<file path="config.mk">
export PLATFORM = sky130hd
export DESIGN_NAME = min_pulse_gen
export DESIGN_NICKNAME = d
export VERILOG_FILES = /design/src/ts_io_pkg.sv /design/src/min_pulse_gen.sv
export SDC_FILE = /design/constraint.sdc
export NUM_CORES = 1
export LEC_CHECK = 0
export ABC_AREA = 0
export BUFFER_PORTS_ARGS = -buffer_cell sky130_fd_sc_hd__buf_2
export CAP_MARGIN = 20
export CORE_UTILIZATION = 50
export DETAILED_ROUTE_END_ITERATION = 6
export PLACE_DENSITY = 0.82
export SYNTH_ARGS = -nofsm -noshare
export SYNTH_HDL_FRONTEND = slang
export SYNTH_SLANG_ARGS = --single-unit
</file>
<file path="constraint.sdc">
create_clock -name ref_clk_i -period 1.7 [get_ports ref_clk_i]
set_input_delay 0.085 -clock ref_clk_i [delete_from_list [all_inputs] [get_ports ref_clk_i]]
set_output_delay 0.085 -clock ref_clk_i [all_outputs]
set_load 0.03 [all_outputs]
</file>
<file path="src/ts_io_pkg.sv">
package ts_io_pkg;

  typedef logic [7:0] byte_t;
  typedef logic [3:0] nibble_t;

  // Pass/fail configuration and result
  typedef struct packed {
    logic polarity;
    logic result;
  } pass_fail_s;

  // Interrupt sources, one bit each
  typedef struct packed {
    logic sweep_done;
    logic pf_strobe_done;
    logic data_strobe_done;
    logic trigger;
  } irq_s;

  // One bidirectional nibble port towards the pins
  typedef struct packed {
    nibble_t dout;
    nibble_t oe;
    logic    status;
  } bidir_s;

endpackage
</file>
<file path="src/min_pulse_gen.sv">
`timescale 1ns/100ps
module min_pulse_gen
  import ts_io_pkg::*;
#(
  parameter int unsigned CYCLES = 125,
  parameter int unsigned CNT_W  = 11
) (
  // Clock and reset
  input  wire logic ref_clk_i,
  input  wire logic reset_i,
  // Trigger and pulse
  input  wire logic start_i,
  output logic      pulse_n_o,
  output logic      done_o
);

  logic [CNT_W-1:0] cnt_q;
  logic             pulse_n_q;
  logic             done_q;

  // A new start during a pulse restarts the full width
  always_ff @(posedge ref_clk_i or posedge reset_i) begin
    if (reset_i) begin
      cnt_q     <= '0;
      pulse_n_q <= 1'b1;
      done_q    <= 1'b0;
    end else begin
      done_q <= 1'b0;
      if (start_i) begin
        cnt_q     <= CNT_W'(CYCLES - 1);
        pulse_n_q <= 1'b0;
      end else if (!pulse_n_q) begin
        if (cnt_q == '0) begin
          pulse_n_q <= 1'b1;
          done_q    <= 1'b1;
        end else begin
          cnt_q <= cnt_q - 1'b1;
        end
      end
    end
  end

  assign pulse_n_o = pulse_n_q;
  assign done_o    = done_q;

endmodule

</file>
==> results.ini <==
[floorplanning]
start_util_pct = 57.3
die-area_um2 = 1490
die_w_um = 38.6
core_um2 = 1170
pin_count = 5
rows = 12
die_h_um = 38.6

[cts]
cts_buffers = 3
cts_tree = done
cts_max_level = 1
cts_max_path_buffers = 2
clkSinkCount = 13
clkLatencyLatePin_ps = 290
root_buffer = clkbuf_4
clk_pin_slew_worst_paths_ps = 80

[cells_and_area]
final_cells = 104
layout_commonest_cell = buf_4
drive_gt1_share_pct = 46.7
area_delta_synth_final_pct = 41.2
fin_area_um2 = 947
nNetsFinal = 95
n_antenna_cell = 0
layout_common_cells = 16 x buf_4, 12 x dfrtp_1, 6 x nor2_1
fill_cells = 55

[yosys]
yosysSeqAreaShare_pct = 48.7
synth_nets = 70
syn_area_per_cell_um2 = 10.2
synth_cells = 66
ys_async_sr_fraction_pct = 100
synth-main-ff-cell = dfrtp_1
synth_edf_count = 0
synth_area_um2 = 671
synth_seq_cells = 13
synth.distinct_cells = 30
yosysWarnings = 0

[routing]
totalWireLength_um = 1880
antenna_left = 0
num_vias = 665
detail_route.wl_per_cell_um = 18.1
vias_per_cell = 6.39
drt_pass1_iterations = 6
drcViolationCount = 0
drtIter0Drc = 21

[timing]
rsz0062_at_grt = yes
period_minus_slack_ps = 1790
fin_crit_sh_pct = 105
fmax_mhz = 558
fin_ws_ps = -91.6
fin_tns_setup_ps = -357
maxSlewHeadroom_pct = 65.9
clock_skew_ps = 3.50
worst_pin_slew_ps = 511
finalHoldViolCount = 0
finalSetupViolCount = 6
maxSlewViolCount = 0

[grt]
grt_pass1_wl_um = 2790
track_usage_pct = 29.4
grt_max_degree = 14
antenna_found_initial = 0
grt_pass1_vias = 620
globalRouteOverflowTotal = 0

[setup_path]
slowest_stage = or4b_4
worstSetupEndpointType = flip-flop
r2r_end = cnt_q[8]
r2r_start = cnt_q[0]
critical_path.top_delay_family = simple AND/OR/NAND/NOR gates
critPathArrivalTime_ps = 2020
path_class = flip-flop to flip-flop
worst_ep_required_time_ps = 1930
cp-startpoint = cnt_q[0]
reg2reg_slack_ps = -90
crit_path_max_fanout = 4
startpoint_type = flip-flop
crit_chain = inv_1 -> ha_2 -> or4b_4 -> or4_4 -> a21oi_2
slowest_delay_ps = 510
cp_num_buf_inv = 1
r2r_cells = 5

[flow_run]
drv_cap = 0

[placement]
dpl.cell_count = 97
dpl_cell_area_um2 = 822
finalWeightedCongestion = 0.820
hpwl_um = 1160
portBuffers = 4

[power_and_ir_drop]
ir_worst_vdd_v = 0.000530
p_leak_nw = 0.356
powerDensity_nw_per_um2 = 672

[hold_path]
worstHoldStart = start_i
min_path_type = input pin to flip-flop
hold_end = cnt_q[8]
worstHoldPathCells = 2

[run_status]
outcome = complete, but fails checks
violations = negative setup slack

==> how the worst max path moves through the flow <==
stage / to / slack (ps) / depth (start not counted)
6_report: cnt_q[8] / -90 / 5
5_1_grt: cnt_q[8] / -150 / 5
3_5_place_dp: cnt_q[8] / -60 / 5
2_1_floorplan: cnt_q[8] / -10 / 5
3_3_place_gp: cnt_q[8] / -30 / 5
4_1_cts: cnt_q[8] / -70 / 5
==> routing by layer <==
layer | vias to the layer above | routed length [um] | GRT usage [%]
met5 | - | 0 | 0
met4 | 0 | 54 | 12.9
met3 | 11 | 128 | 6.94
met2 | 33 | 967 | 52.1
met1 | 326 | 728 | 33.1
li1 | 295 | - | -
==> area by class of cell <==
cell class | instances | area (um2) | area share [%]
multi-input combinational | 47 | 408 | 43.1
timing repair buffer | 21 | 150 | 15.9
tap | 14 | 17.5 | 1.85
sequential | 13 | 327 | 34.5
inverter | 5 | 18.8 | 1.98
clock buffer | 4 | 26.3 | 2.77
==> state kept, by name, summed over array words and instances, names as in the netlist <==
signal and flops:
cnt_q 11, done_o 1, pulse_n_o 1
==> cells in the mapped netlist (2+ instances only) <==
cell type,n,area share (%)
nor3_1,3,2.2
nand2_1,2,1.1
a21oi_1,4,3.0
or4_1,3,3.4
dfrtp_1,12,45
or2_2,2,1.9
nor2_1,6,3.4
inv_1,5,2.8
nor4_1,2,1.9
or3_1,2,1.9
o31ai_1,2,2.2
nand2b_1,2,1.9
o21ai_0,2,1.5
xnor2_1,3,3.9
==> cell families after synthesis <==
family | Yosys count | share of synthesized area (%)
flip-flops | 13 | 48.7
XOR/XNOR | 3 | 3.92
AO/OA/AOI/OAI | 13 | 13.6
multiplexers | 1 | 1.49
adder cells (fa/ha/maj) | 1 | 1.87
AND/OR/NAND/NOR | 29 | 27.1
buffers and inverters | 6 | 3.36
==> per-stage QoR <==
stage	hold WS (ps)	power (mW)	utilization [%]	worst slack [ps]
floorplan	-38.8	0.377	-	-11.4
global placement	123	0.407	70.2	-34.6
detailed placement	135	0.413	70.2	-62.2
CTS	85.9	0.608	73.5	-73.7
global route	119	0.654	80.9	-150
finish	93.0	0.636	80.9	-91.6
==> power breakdown <==
| group | switching [mW] | leakage (nW) | total [mW] | internal [mW] |
|---|---|---|---|---|
| registers | 0.0124 | 0.152 | 0.333 | 0.320 |
| logic | 0.0496 | 0.189 | 0.100 | 0.0507 |
| clock network | 0.112 | 0.0150 | 0.203 | 0.0914 |
| total | 0.174 | 0.356 | 0.636 | 0.462 |
==> repair_timing <==
| action | in CTS | in global routing |
|---|---|---|
| gates resized for setup | 1 | 15 |
| hold buffers | 1 | 0 |
| hold endpoints to repair | 12 | 0 |
| setup endpoints to repair | 4 | 10 |
| buffers inserted | 0 | 2 |
| pin swaps | 2 | 1 |
No activity file was read; power rests on OpenSTA's default activity.
